--- src/rtl/lcd_ctrl_pkg.sv ---
// Shared constants for the character display instruction decoder.
package lcd_ctrl_pkg;
   // Clock period of clk_sys in picoseconds (125 MHz).
   localparam int CLK_PERIOD_PS = 8000;
   // Execution times for the 270 kHz oscillator, each in the unit that its suffix names.
   localparam int T_CLEAR_NS = 1530000;
   localparam int T_CMD_US = 39;
   localparam int T_DATA_US = 43;
   // Least busy times rounded up to whole clk_sys cycles.
   localparam int CLEAR_CYCLES = (T_CLEAR_NS * 1000 + CLK_PERIOD_PS - 1) / CLK_PERIOD_PS;
   localparam int CMD_CYCLES = (T_CMD_US * 1000000 + CLK_PERIOD_PS - 1) / CLK_PERIOD_PS;
   localparam int DATA_CYCLES = (T_DATA_US * 1000000 + CLK_PERIOD_PS - 1) / CLK_PERIOD_PS;
   localparam int CNT_W = 20;
   // Memory sizes and address widths.
   localparam int AC_W = 7;
   localparam int DISP_DEPTH = 128;
   localparam int GLYPH_DEPTH = 64;
   localparam int GLYPH_AW = 6;
   // Instruction bit positions: the highest set bit names the instruction.
   localparam int BIT_CLEAR = 0;
   localparam int BIT_HOME = 1;
   localparam int BIT_ENTRY = 2;
   localparam int BIT_DISPCTL = 3;
   localparam int BIT_SHIFT = 4;
   localparam int BIT_FUNC = 5;
   localparam int BIT_GLYPH = 6;
   localparam int BIT_DDADDR = 7;
   // Field positions inside instruction bytes.
   localparam int F_INCR = 1;
   localparam int F_AUTOSHIFT = 0;
   localparam int F_DISP_ON = 2;
   localparam int F_CURSOR_ON = 1;
   localparam int F_BLINK = 0;
   localparam int F_SC = 3;
   localparam int F_RL = 2;
   localparam int F_WIDTH = 4;
   localparam int F_LINES = 3;
   localparam int F_FONT = 2;
   // Data values and reset values.
   localparam logic [7:0] SPACE_CODE = 8'h20;
   localparam logic [6:0] HOME_ADDR = 7'h00;
   localparam logic [6:0] AC_ONE = 7'h01;
   localparam logic [3:0] NIB_ZERO = 4'h0;
   localparam logic RST_WIDTH_8 = 1'b1;
   localparam logic RST_INCR = 1'b1;
   // Queue entry layout: {register_select, read_write, byte}.
   localparam int Q_W = 10;
   localparam int Q_DEPTH = 16;
   localparam int Q_RS = 9;
   localparam int Q_RW = 8;
endpackage : lcd_ctrl_pkg

--- src/rtl/lcd_instr_decoder.sv ---
// Instruction decoder, address counter and busy timing of the display controller.
// How it works
// - Host transfers other than status reads are queued by select and direction, then executed later internally.
// - Busy reads high on the top data bit during operations; host waits.
// - Clear fills display memory with spaces, zeroes the counter, forces increment.
// - Return home zeroes the counter and undoes shift; memory untouched.
// - Clear and return home each stay busy about 1.53 ms.
// - Entry mode stores direction and auto shift flags.
// - Memory accesses step the counter up or down by the direction flag.
// - Glyph memory accesses step the counter the same way.
// - Apart from shift codes, display shifts only on display memory writes with auto shift set.
// - Display control stores display on, cursor on and blink bits.
// - Shift code moves cursor or display, keeps memory, busy about 39 us.
// - Function set stores bus width, line count and font size.
// - Glyph address code loads six bits and selects glyph memory.
// - Display address code loads seven bits and selects display memory.
// - Status read returns busy and counter, allowed anytime, adds no busy.
// - Data write stores a byte in selected memory, busy about 43 us.
// - Data read returns a byte from selected memory, busy about 43 us.
// - Entry mode, function set and address codes stay busy about 39 us.
// - Narrow mode uses upper four lines, two transfers per byte.
// - Display off blanks the view but keeps display memory.
// - Cursor shift left lowers the counter, right raises it, by one.
// - The latest address code decides which memory data transfers use; clear selects display memory.
module lcd_instr_decoder
   import lcd_ctrl_pkg::*;
#(
   parameter int CLEAR_CNT = CLEAR_CYCLES,
   parameter int CMD_CNT = CMD_CYCLES,
   parameter int DATA_CNT = DATA_CYCLES
) (
   // Clock and reset.
   input wire logic clk_sys,
   input wire logic rst_b,
   // Host parallel bus.
   input wire logic register_select,
   input wire logic read_write,
   input wire logic enable,
   input wire logic [7:0] data_in,
   output logic [7:0] data_out_q,
   output logic data_oe_q,
   // Display settings and state.
   output logic busy_q,
   output logic display_on_q,
   output logic cursor_on_q,
   output logic cursor_blink_q,
   output logic bus_width_select_q,
   output logic two_lines_q,
   output logic tall_font_q,
   output logic [AC_W-1:0] display_offset_q,
   output logic [AC_W-1:0] address_counter_q
);
   typedef enum logic [1:0] {ST_IDLE, ST_FILL, ST_WAIT} exec_state_t;

   // Step the address counter one place in the chosen direction.
   function automatic logic [AC_W-1:0] step_ac(input logic [AC_W-1:0] ac, input logic up);
      step_ac = up ? ac + AC_ONE : ac - AC_ONE;
   endfunction : step_ac

   logic [7:0] display_memory [DISP_DEPTH];
   logic [7:0] glyph_memory [GLYPH_DEPTH];
   exec_state_t state_q, state_d;
   logic [CNT_W-1:0] cnt_q, cnt_d;
   logic [AC_W-1:0] fill_q;
   logic en_q, nib_q, pend_q, sel_glyph_q, incr_q, auto_shift_flag_q;
   logic [3:0] hi_q;
   logic [Q_W-1:0] pend_data_q;
   logic q_ready, q_valid, q_pop;
   logic [Q_W-1:0] q_data;

   // Bus strobe edges and byte assembly.
   wire en_rise = enable && !en_q;
   wire en_fall = !enable && en_q;
   wire narrow = !bus_width_select_q;
   wire byte_done = en_fall && (!narrow || nib_q);
   wire [7:0] full_byte = narrow ? {hi_q, data_in[7:4]} : data_in;
   wire queue_it = byte_done && (register_select || !read_write);

   // Readback byte for the current strobe.
   wire [7:0] mem_byte = sel_glyph_q ? glyph_memory[address_counter_q[GLYPH_AW-1:0]]
                                     : display_memory[address_counter_q];
   wire [7:0] status_byte = {busy_q, address_counter_q};
   wire [7:0] rd_byte = register_select ? mem_byte : status_byte;
   wire [7:0] rd_lane = !narrow ? rd_byte : (nib_q ? {rd_byte[3:0], NIB_ZERO}
                                                  : {rd_byte[7:4], NIB_ZERO});

   // Decode of the popped entry by highest set bit.
   wire [7:0] op = q_data[7:0];
   wire is_instr = !q_data[Q_RS] && !q_data[Q_RW];
   wire is_dwr = q_data[Q_RS] && !q_data[Q_RW];
   wire is_drd = q_data[Q_RS] && q_data[Q_RW];
   wire d_ddaddr = op[BIT_DDADDR];
   wire d_glyph = !d_ddaddr && op[BIT_GLYPH];
   wire d_func = op[7:BIT_FUNC] == 3'b001;
   wire d_shift = op[7:BIT_SHIFT] == 4'b0001;
   wire d_dispctl = op[7:BIT_DISPCTL] == 5'b00001;
   wire d_entry = op[7:BIT_ENTRY] == 6'b000001;
   wire d_home = op[7:BIT_HOME] == 7'b0000001;
   wire d_clear = op == 8'h01;
   wire take = q_valid && (state_q == ST_IDLE);
   assign q_pop = take;

   lcd_fifo #(.WIDTH(Q_W), .DEPTH(Q_DEPTH)) u_queue (
      .clk_sys(clk_sys),
      .rst_b(rst_b),
      .in_valid(pend_q),
      .in_ready(q_ready),
      .in_data(pend_data_q),
      .out_valid(q_valid),
      .out_ready(q_pop),
      .out_data(q_data)
   );

   // Busy time chosen for each popped entry.
   always_comb begin
      state_d = state_q;
      cnt_d = cnt_q;
      case (state_q)
         ST_IDLE: begin
            if (take) begin
               state_d = ST_WAIT;
               if (!is_instr) cnt_d = CNT_W'(DATA_CNT);
               else if (d_clear) begin
                  state_d = ST_FILL;
                  cnt_d = CNT_W'(CLEAR_CNT - DISP_DEPTH);
               end else if (d_home) cnt_d = CNT_W'(CLEAR_CNT);
               else cnt_d = CNT_W'(CMD_CNT);
            end
         end
         ST_FILL: begin
            if (fill_q == AC_W'(DISP_DEPTH - 1)) state_d = ST_WAIT;
         end
         ST_WAIT: begin
            if (cnt_q <= CNT_W'(1)) state_d = ST_IDLE;
            else cnt_d = cnt_q - CNT_W'(1);
         end
         default: state_d = ST_IDLE;
      endcase
   end

   // Memory write port: fill during clear, else data writes.
   wire fill_we = (state_q == ST_FILL);
   wire data_we = take && is_dwr;
   always_ff @(posedge clk_sys) begin
      if (fill_we) display_memory[fill_q] <= SPACE_CODE;
      else if (data_we && !sel_glyph_q) display_memory[address_counter_q] <= op;
      if (data_we && sel_glyph_q) glyph_memory[address_counter_q[GLYPH_AW-1:0]] <= op;
   end

   // Host side: strobe tracking, nibble pairing, read drive and queue hand-off.
   always_ff @(posedge clk_sys or negedge rst_b) begin
      if (!rst_b) begin
         en_q <= 1'b0;
         nib_q <= 1'b0;
         hi_q <= NIB_ZERO;
         pend_q <= 1'b0;
         pend_data_q <= '0;
         data_out_q <= 8'h00;
         data_oe_q <= 1'b0;
      end else begin
         en_q <= enable;
         data_oe_q <= enable && read_write;
         if (en_rise && read_write) data_out_q <= rd_lane;
         if (en_fall && narrow) nib_q <= !nib_q;
         if (en_fall && narrow && !nib_q) hi_q <= data_in[7:4];
         if (queue_it) begin
            pend_q <= 1'b1;
            pend_data_q <= {register_select, read_write, full_byte};
         end else if (q_ready) pend_q <= 1'b0;
      end
   end

   // Busy covers queued, pending and executing work.
   wire busy_d = pend_q || q_valid || (state_d != ST_IDLE) || queue_it;

   // Executor: address counter, flags and settings.
   always_ff @(posedge clk_sys or negedge rst_b) begin
      if (!rst_b) begin
         state_q <= ST_IDLE;
         cnt_q <= '0;
         fill_q <= HOME_ADDR;
         busy_q <= 1'b0;
         address_counter_q <= HOME_ADDR;
         display_offset_q <= HOME_ADDR;
         sel_glyph_q <= 1'b0;
         incr_q <= RST_INCR;
         auto_shift_flag_q <= 1'b0;
         display_on_q <= 1'b0;
         cursor_on_q <= 1'b0;
         cursor_blink_q <= 1'b0;
         bus_width_select_q <= RST_WIDTH_8;
         two_lines_q <= 1'b0;
         tall_font_q <= 1'b0;
      end else begin
         state_q <= state_d;
         cnt_q <= cnt_d;
         busy_q <= busy_d;
         fill_q <= fill_we ? fill_q + AC_ONE : HOME_ADDR;
         if (take && !is_instr) begin
            address_counter_q <= step_ac(address_counter_q, incr_q);
            if (is_dwr && !sel_glyph_q && auto_shift_flag_q) begin
               display_offset_q <= step_ac(display_offset_q, incr_q);
            end
         end else if (take) begin
            if (d_ddaddr) begin
               address_counter_q <= op[AC_W-1:0];
               sel_glyph_q <= 1'b0;
            end else if (d_glyph) begin
               address_counter_q <= {1'b0, op[GLYPH_AW-1:0]};
               sel_glyph_q <= 1'b1;
            end else if (d_func) begin
               bus_width_select_q <= op[F_WIDTH];
               two_lines_q <= op[F_LINES];
               tall_font_q <= op[F_FONT];
            end else if (d_shift) begin
               if (op[F_SC]) display_offset_q <= step_ac(display_offset_q, !op[F_RL]);
               else address_counter_q <= step_ac(address_counter_q, op[F_RL]);
            end else if (d_dispctl) begin
               display_on_q <= op[F_DISP_ON];
               cursor_on_q <= op[F_CURSOR_ON];
               cursor_blink_q <= op[F_BLINK];
            end else if (d_entry) begin
               incr_q <= op[F_INCR];
               auto_shift_flag_q <= op[F_AUTOSHIFT];
            end else if (d_home) begin
               address_counter_q <= HOME_ADDR;
               display_offset_q <= HOME_ADDR;
            end else if (d_clear) begin
               address_counter_q <= HOME_ADDR;
               display_offset_q <= HOME_ADDR;
               incr_q <= 1'b1;
               sel_glyph_q <= 1'b0;
            end
         end
      end
   end
endmodule : lcd_instr_decoder

--- src/rtl/lcd_fifo.sv ---
// Synchronous FIFO with valid/ready on both sides.
module lcd_fifo #(
   parameter int WIDTH = 10,
   parameter int DEPTH = 16
) (
   // Clock and reset.
   input wire logic clk_sys,
   input wire logic rst_b,
   // Filling side.
   input wire logic in_valid,
   output logic in_ready,
   input wire logic [WIDTH-1:0] in_data,
   // Draining side.
   output logic out_valid,
   input wire logic out_ready,
   output logic [WIDTH-1:0] out_data
);
   localparam int AW = $clog2(DEPTH);
   logic [WIDTH-1:0] store [DEPTH];
   logic [AW-1:0] wr_q;
   logic [AW-1:0] rd_q;
   logic [AW:0] count_q;
   wire push = in_valid && in_ready;
   wire pop = out_valid && out_ready;

   // Full and empty follow the occupancy count.
   assign in_ready = (count_q != (AW+1)'(DEPTH));
   assign out_valid = (count_q != '0);
   assign out_data = store[rd_q];

   // Storage array, no reset needed.
   always_ff @(posedge clk_sys) begin
      if (push) begin
         store[wr_q] <= in_data;
      end
   end

   // Pointers wrap at DEPTH.
   always_ff @(posedge clk_sys or negedge rst_b) begin
      if (!rst_b) begin
         wr_q <= '0;
         rd_q <= '0;
         count_q <= '0;
      end else begin
         if (push) wr_q <= (wr_q == AW'(DEPTH - 1)) ? '0 : wr_q + AW'(1);
         if (pop) rd_q <= (rd_q == AW'(DEPTH - 1)) ? '0 : rd_q + AW'(1);
         count_q <= count_q + (AW+1)'(push) - (AW+1)'(pop);
      end
   end
endmodule : lcd_fifo

--- config.mk ---
export PLATFORM = sky130hd
export DESIGN_NAME = lcd_instr_decoder
export DESIGN_NICKNAME = d
export VERILOG_FILES = /design/src/rtl/lcd_ctrl_pkg.sv /design/src/rtl/lcd_instr_decoder.sv /design/src/rtl/lcd_fifo.sv
export SDC_FILE = /design/constraint.sdc
export NUM_CORES = 2
export LEC_CHECK = 0
export BUFFER_PORTS_ARGS = -buffer_cell sky130_fd_sc_hd__buf_4
export CAP_MARGIN = 20
export CORE_ASPECT_RATIO = 2
export CORE_MARGIN = 3
export CORE_UTILIZATION = 30
export CTS_CLUSTER_DIAMETER = 50
export DETAILED_ROUTE_END_ITERATION = 10
export GPL_TIMING_DRIVEN = 0
export MAX_ROUTING_LAYER = met4
export PLACE_DENSITY_LB_ADDON = 0.1
export SETUP_SLACK_MARGIN = 0.02
export SLEW_MARGIN = 20
export SYNTH_ARGS = -nofsm -noshare
export SYNTH_HDL_FRONTEND = slang
export SYNTH_SLANG_ARGS = --single-unit
--- constraint.sdc ---
create_clock -name clk_sys -period 7.5 [get_ports clk_sys]
set_input_delay 1.125 -clock clk_sys [delete_from_list [all_inputs] [get_ports clk_sys]]
set_output_delay 1.125 -clock clk_sys [all_outputs]
set_load 0.01 [all_outputs]
* Word level (Yosys, flattened, before mapping)
Memory sizes are Yosys's and may differ from the RTL's.
Index checks and enable logic that the tools add are counted.
** Cells by class
- Muxes and demuxes :: 68
- Reductions and logical operators :: 54
- Divide/modulo/power cells :: 0
- Eq/ne operators :: 31
- Multiply operators :: 0
- Shifts and indexed selects :: 0
- $lt $le $gt $ge :: 1
- Add/subtract/negate cells :: 10
- Bitwise operators :: 6
** Operator list (number)
- two-way mux 7 bit :: 25
- two-way mux 18 bit :: 3
- two-way mux 8 bit :: 6
- two-way mux 20 bit :: 2
- one-hot mux 20 bit (2 select lines) :: 1
- two-way mux 1 bit :: 23
- adder 7 x 1 -> 7 bit (second input constant) :: 3
- less-or-equal comparator 20 x 1 -> 1 bit (second input constant) :: 1
- logical AND 1 bit :: 20
- subtractor 20 x 1 -> 20 bit (second input constant) :: 1
- AND reduction 9 bit :: 2
- AND reduction 8 bit :: 2
- != test 3 bit (second input constant) :: 5
- != test 5 x 4 -> 1 bit (second input constant) :: 3
- subtractor 7 x 1 -> 7 bit (second input constant) :: 2
- logical NOT 1 bit :: 10
- two-way mux 2 bit :: 5
- nonzero test 2 bit :: 5
- != test 3 x 2 -> 1 bit (second input constant) :: 3
- adder 4 x 1 -> 4 bit (second input constant) :: 2
- equality test 4 bit (second input constant) :: 2
- equality test 8 x 1 -> 1 bit (second input constant) :: 1
- two-way mux 4 bit :: 2
- != test 2 x 1 -> 1 bit (second input constant) :: 4
- other kinds (26) :: 37
** Word-level totals
- Bits in latches :: 0
- Bits in writable memories :: 1696
- Bits in read-only memories :: 0
- Memories :: 3
- Output and inout port bits :: 30
- Word-level logic and storage cells :: 198
- Bits in registers :: 92
** Memory list
- display_memory :: depth 128, width 8, read ports 1, clocked after Yosys merged registers in 0, wr ports 1, line lcd_instr_decoder.sv:60 : logic [7:0] display_memory [DISP_DEPTH];
- glyph_memory :: depth 64, width 8, read ports 1, clocked after Yosys merged registers in 0, wr ports 1, line lcd_instr_decoder.sv:61 : logic [7:0] glyph_memory [GLYPH_DEPTH];
- u_queue.store :: depth 16, width 10, read ports 1, clocked after Yosys merged registers in 0, wr ports 1, line lcd_fifo.sv:19 : logic [WIDTH-1:0] store [DEPTH];

* Logic depth before layout (Yosys ltp)
An unclocked memory read counts as a cell.
- Depth in word-level cells :: 12
- Gate-level depth with buffers :: 18

* By module
Synthesis repeated with hierarchy kept, for this count alone.
** Unflattened totals
- Cells, all modules :: 4252
- Area, all modules :: 71238.3 um^2
** Modules (own cells, without submodules)
- lcd_instr_decoder :: seq. area each 48103.6 um^2, times used 1, cells each 3870, area an instance 64231.6 um^2
- lcd_fifo :: seq. area each 5129.9 um^2, times used 1, cells each 382, area an instance 7006.7 um^2

* Worst setup path before layout
OpenSTA, ideal clock, no wires.
- Path type :: register to register
- From :: reg u_queue.rd_q[1]
- To :: mem display_memory[0][3] (data pin)
- Cell stages (with the launch flop) :: 8
- Arrival time :: 5.163 ns
- Required time :: 6.705 ns
- Slack :: 1.541 ns
- Buffers on the path :: 3
- Cell sequence :: dfrtp_1 buf_6 buf_6 clkbuf_1 mux4_2 mux4_2 inv_1 nor2_1
** Between the ends
- Elaborated cells on any way between the ends :: 10
- Classes of those cells :: mux: 4; reduce/logical: 5; memory: 1
** RTL lines
- start: declaration :: line lcd_fifo.sv:21 : logic [AW-1:0] rd_q;
- start signal: assignment :: line lcd_fifo.sv:46 : if (pop) rd_q <= (rd_q == AW'(DEPTH - 1)) ? '0 : rd_q + AW'(1);
- memory (16 x 10 bit)
- net q_data[3] :: line lcd_instr_decoder.sv:69 : logic [Q_W-1:0] q_data;
- two-way mux 8 bit (no source line)
- end: declaration :: line lcd_instr_decoder.sv:60
The timed path passes the listed nets, and every way through them passes these cells.

* Worst setup path in the final report
- From :: reg address_counter_q[1]
- To :: reg data_out_q[7]
** Between the ends
- Longest elaborated chain between the ends :: 5
- Elaborated cells on any way between the ends :: 6
- Classes of those cells :: mux: 4; memory: 2
** Ends and longest elaborated chain
- start: declaration :: line lcd_instr_decoder.sv:51 : output logic [AC_W-1:0] address_counter_q
- start signal: assignment :: line lcd_instr_decoder.sv:200 : address_counter_q <= step_ac(address_counter_q, incr_q);
- start signal: assignment :: line lcd_instr_decoder.sv:206 : address_counter_q <= op[AC_W-1:0];
- start signal: assignment :: line lcd_instr_decoder.sv:209 : address_counter_q <= {1'b0, op[GLYPH_AW-1:0]};
- memory (128 x 8 bit) / memory (64 x 8 bit) (equally long branches)
- two-way mux 8 bit * :: line lcd_instr_decoder.sv:80 : wire [7:0] mem_byte = sel_glyph_q ? glyph_memory[address_counter_q[GLYPH_AW-1:0]]
- two-way mux 8 bit * :: line lcd_instr_decoder.sv:83 : wire [7:0] rd_byte = register_select ? mem_byte : status_byte;
- two-way mux 8 bit :: line lcd_instr_decoder.sv:84 : wire [7:0] rd_lane = !narrow ? rd_byte : (nib_q ? {rd_byte[3:0], NIB_ZERO}
- two-way mux 8 bit * :: line lcd_instr_decoder.sv:84
- end signal: assignment :: line lcd_instr_decoder.sv:163 : if (en_rise && read_write) data_out_q <= rd_lane;
- end: declaration :: line lcd_instr_decoder.sv:40 : output logic [7:0] data_out_q,
Mark *: on every way between the ends. The rest lies on a longest branch, timed or not.
A chain may end at the register's enable or synchronous reset.

==> impl_metrics.ini <==
[outcome]
outcome = finished with violations
violations = negative setup slack

[logic_synthesis]
synth_area_um2 = 70400
synth-edff-count = 1696
synth_nets = 4240
synthArstFlopShare_pct = 5.15
synth_top_cell_area_share_pct = 72.4
synth_top_area_cell = edfxtp_1
syn_avg_cell_area_um2 = 16.7
yosys.cell_types.count = 92
yosys-top-cells-area = edfxtp_1 (72%), a22oi_1 (3.4%), dfrtp_1 (3.2%)
synth_common_cells = edfxtp_1 (1696), a22oi_1 (315), nor2_1 (306), clkbuf_1 (147), nand2_1 (145)
yosys_warnings = 0
syn_inst = 4208
synthFlopType = edfxtp_1
synth_most_common_cell = edfxtp_1
seq_area_frac_synth_pct = 75.6
yosys_register_bits = 1788

[clock_tree]
root_buffer = clkbuf_16
clk_path_buf_depth = 4
cts_hold_buf = 0
cts_sinks = 1788
h-tree-depth = 4
cts_buffers = 177
postCtsSetupRepairBufs = 0
cts_tree = built
worstSkewPairLatency_ns = 0.90
clkTransAtPathRegs_ns = 0.07

[grt]
grt.overflow.total = 0
grt_antenna_before_repair = 55
grt_usage_pct = 34.2
first_global_vias = 46071
grt_max_degree = 73
grt_pass1_wl_um = 509000

[setup_path]
required_ns = 8.31
critPathLaunchType = flop
crit_type = reg2reg
crit_cells = 11
path_buf_inv = 5
crit_fanout = 12
slowest_delay_ns = 0.91
crit_arrival_ns = 8.38
end_kind = flop
reg2regPathDepth = 11
r2r_slack_ns = -0.07
cp_slowest_cell = buf_2
cp_cell_sequence = clkbuf_1 > nor3b_2 > buf_2 > buf_2 > buf_2 > buf_4 > a221oi_1 > o22ai_1 > a2111oi_0 > o31ai_1 > o221a_1
crit_family = buffers and inverters
cp_common_cell = buf_2

[routing]
wl_per_cell_um = 52.0
final_antenna_net_count = 0
drt_pass1_iterations = 6
postRouteWirelength_um = 407000
vias = 47704
drt_iter0_drc = 6118
via_per_inst = 6.10
drc = 0

[final_layout]
n_fill_cell = 22029
finalNetCount = 4657
instances_no_fill = 7826
drive_above_1_share_pct = 23.3
design_area_um2 = 85000
area_growth_pct = 20.8

[timing]
rsz0062_at_grt = no
final-hold-violation-count = 0
finalSetupViolCount = 1
min_period_ns = 7.57
slew_headroom_pct = 10.6
fmaxAchievable_mhz = 132
finalWorstSetupSlack_ns = -0.0713
fin_worst_skew_ns = 0.0381
finalCritPeriodShare_pct = 101
worst_pin_slew_ns = 1.34
slew_viol_final = 0

[floorplanning]
die_h_um = 691
io_pins = 43
rows = 250
die-area_um2 = 241000
core_region_area_um2 = 233000
initial_core_util_pct = 30.2
die_width_um = 349

[run]
max-cap-violations = 0

[pwr]
internal-power_w = 0.0217
p_switching_w = 0.0170
power.leakage_nw = 27.2
combPwrFrac_pct = 43.2
switching_share_pct = 43.9
power.density_nw_per_um2 = 455
seq_power_share_pct = 32.4
ir_drop_mv = 0.287
p_clk_share_pct = 24.4

[placement]
dpl-instance-area_um2 = 79000
dp_hpwl_um = 304000
gp_congestion = 1.05
dp.cells = 7467
portBuffers = 42

[hold_path]
hold_path_class = in2async
## registers in the layout, summed over array words and instances (netlist names), 5 cells and up
name and cells:
address_counter_q 7, cnt_q 20, data_out_q 8, display_memory 1024, display_offset_q 7, fill_q 7
glyph_memory 512, pend_data_q 10, u_queue.count_q 5, u_queue.store 160
## per-layer routing
layer,up-vias,global-route usage (%),part of all wire [%]
li1,18071,-,-
met1,25365,32.9,31
met2,3013,56.8,50
met3,1255,5.70,6.3
met4,0,34.5,13
met5,-,-,0
## final timing paths
check                                      from             to
setup / recovery           address_counter_q[1]  data_out_q[7]
hold / removal                            rst_b        hi_q[1]
setup reg to reg           address_counter_q[1]  data_out_q[7]
hold reg to reg                     two_lines_q    two_lines_q
max in group asynchronous                 rst_b       cnt_q[4]
min in group clk_sys                     enable           en_q
## layout make-up
| class | instances | area [um2] | area share [%] |
|---|---|---|---|
| clock inverter | 101 | 1130 | 1.33 |
| sequential | 1788 | 53200 | 62.6 |
| multi-input combinational | 2091 | 16300 | 19.2 |
| timing repair buffer | 238 | 4180 | 4.91 |
| clock buffer | 210 | 4710 | 5.54 |
| buffer | 280 | 1380 | 1.62 |
| inverter | 49 | 189 | 0.222 |
| tap | 3024 | 3780 | 4.45 |
| antenna | 45 | 113 | 0.132 |
## per-stage QoR
stage                     setup TNS [ns]  worst slack, ns  hold slack, ns  power [W]  utilization, %
after global placement          -5359.16            -5.48           0.489     0.0271            32.0
after global routing                   0            0.410           0.111     0.0386            36.5
final                            -0.0713          -0.0713           0.132     0.0387            36.5
after floorplan                        0             1.54           0.450     0.0179               -
after CTS                              0            0.311           0.122     0.0381            36.5
after detailed placement         -0.0177          -0.0177           0.479     0.0288            34.0
## logic make-up after synthesis
family | Yosys count | share of synthesized area [%]
muxes | 306 | 5.94
and+or+nand+nor | 729 | 5.07
xor gates and xnor gates | 21 | 0.261
DFF | 1788 | 75.6
buffers and inverters | 329 | 1.94
AOI/OAI and AO/OA | 1016 | 10.8
adders and majority gates | 19 | 0.348
## power groups by stage
stage | clock [W] | combinational [W] | sequential (W)
floorplan | 0 | 0.00529 | 0.0127
global placement | 0 | 0.0142 | 0.0129
detailed placement | 0 | 0.0160 | 0.0127
CTS | 0.00950 | 0.0161 | 0.0125
global route | 0.00984 | 0.0162 | 0.0126
finish | 0.00945 | 0.0167 | 0.0125
## cell usage in the layout, fill, tap and decap left out, types with 17 or more instances in the layout
cell and n:
a21oi_1 97, mux2_2 132, bufinv_16 24, ha_1 18, nand4_1 17, inv_1 38
mux4_2 73, mux2i_1 98, o21ai_1 30, clkbuf_1 73, a41oi_1 18, a22o_1 59
buf_6 21, buf_4 72, o22ai_1 24, o21ai_0 72, clkbuf_16 181, nor2_2 97
a31oi_1 54, buf_2 128, clkinv_1 29, dfrtp_1 90, clkinv_2 36, a22oi_1 315
nor2_1 202, diode_2 45, nand2b_1 17, edfxtp_1 1696, clkbuf_2 93, nand3_1 36
nor3_1 34, nand2_1 141, a221o_1 35, buf_12 75, and2_1 17, o2bb2ai_1 20
a221oi_1 108, buf_16 68
## what timing repair did
item                                   in CTS  in global routing
endpoints found under the hold margin       0                  0
gates resized for setup                     1                  0
setup endpoints to repair                   1                  0
Note: power is estimated with default switching activity, not from simulation.
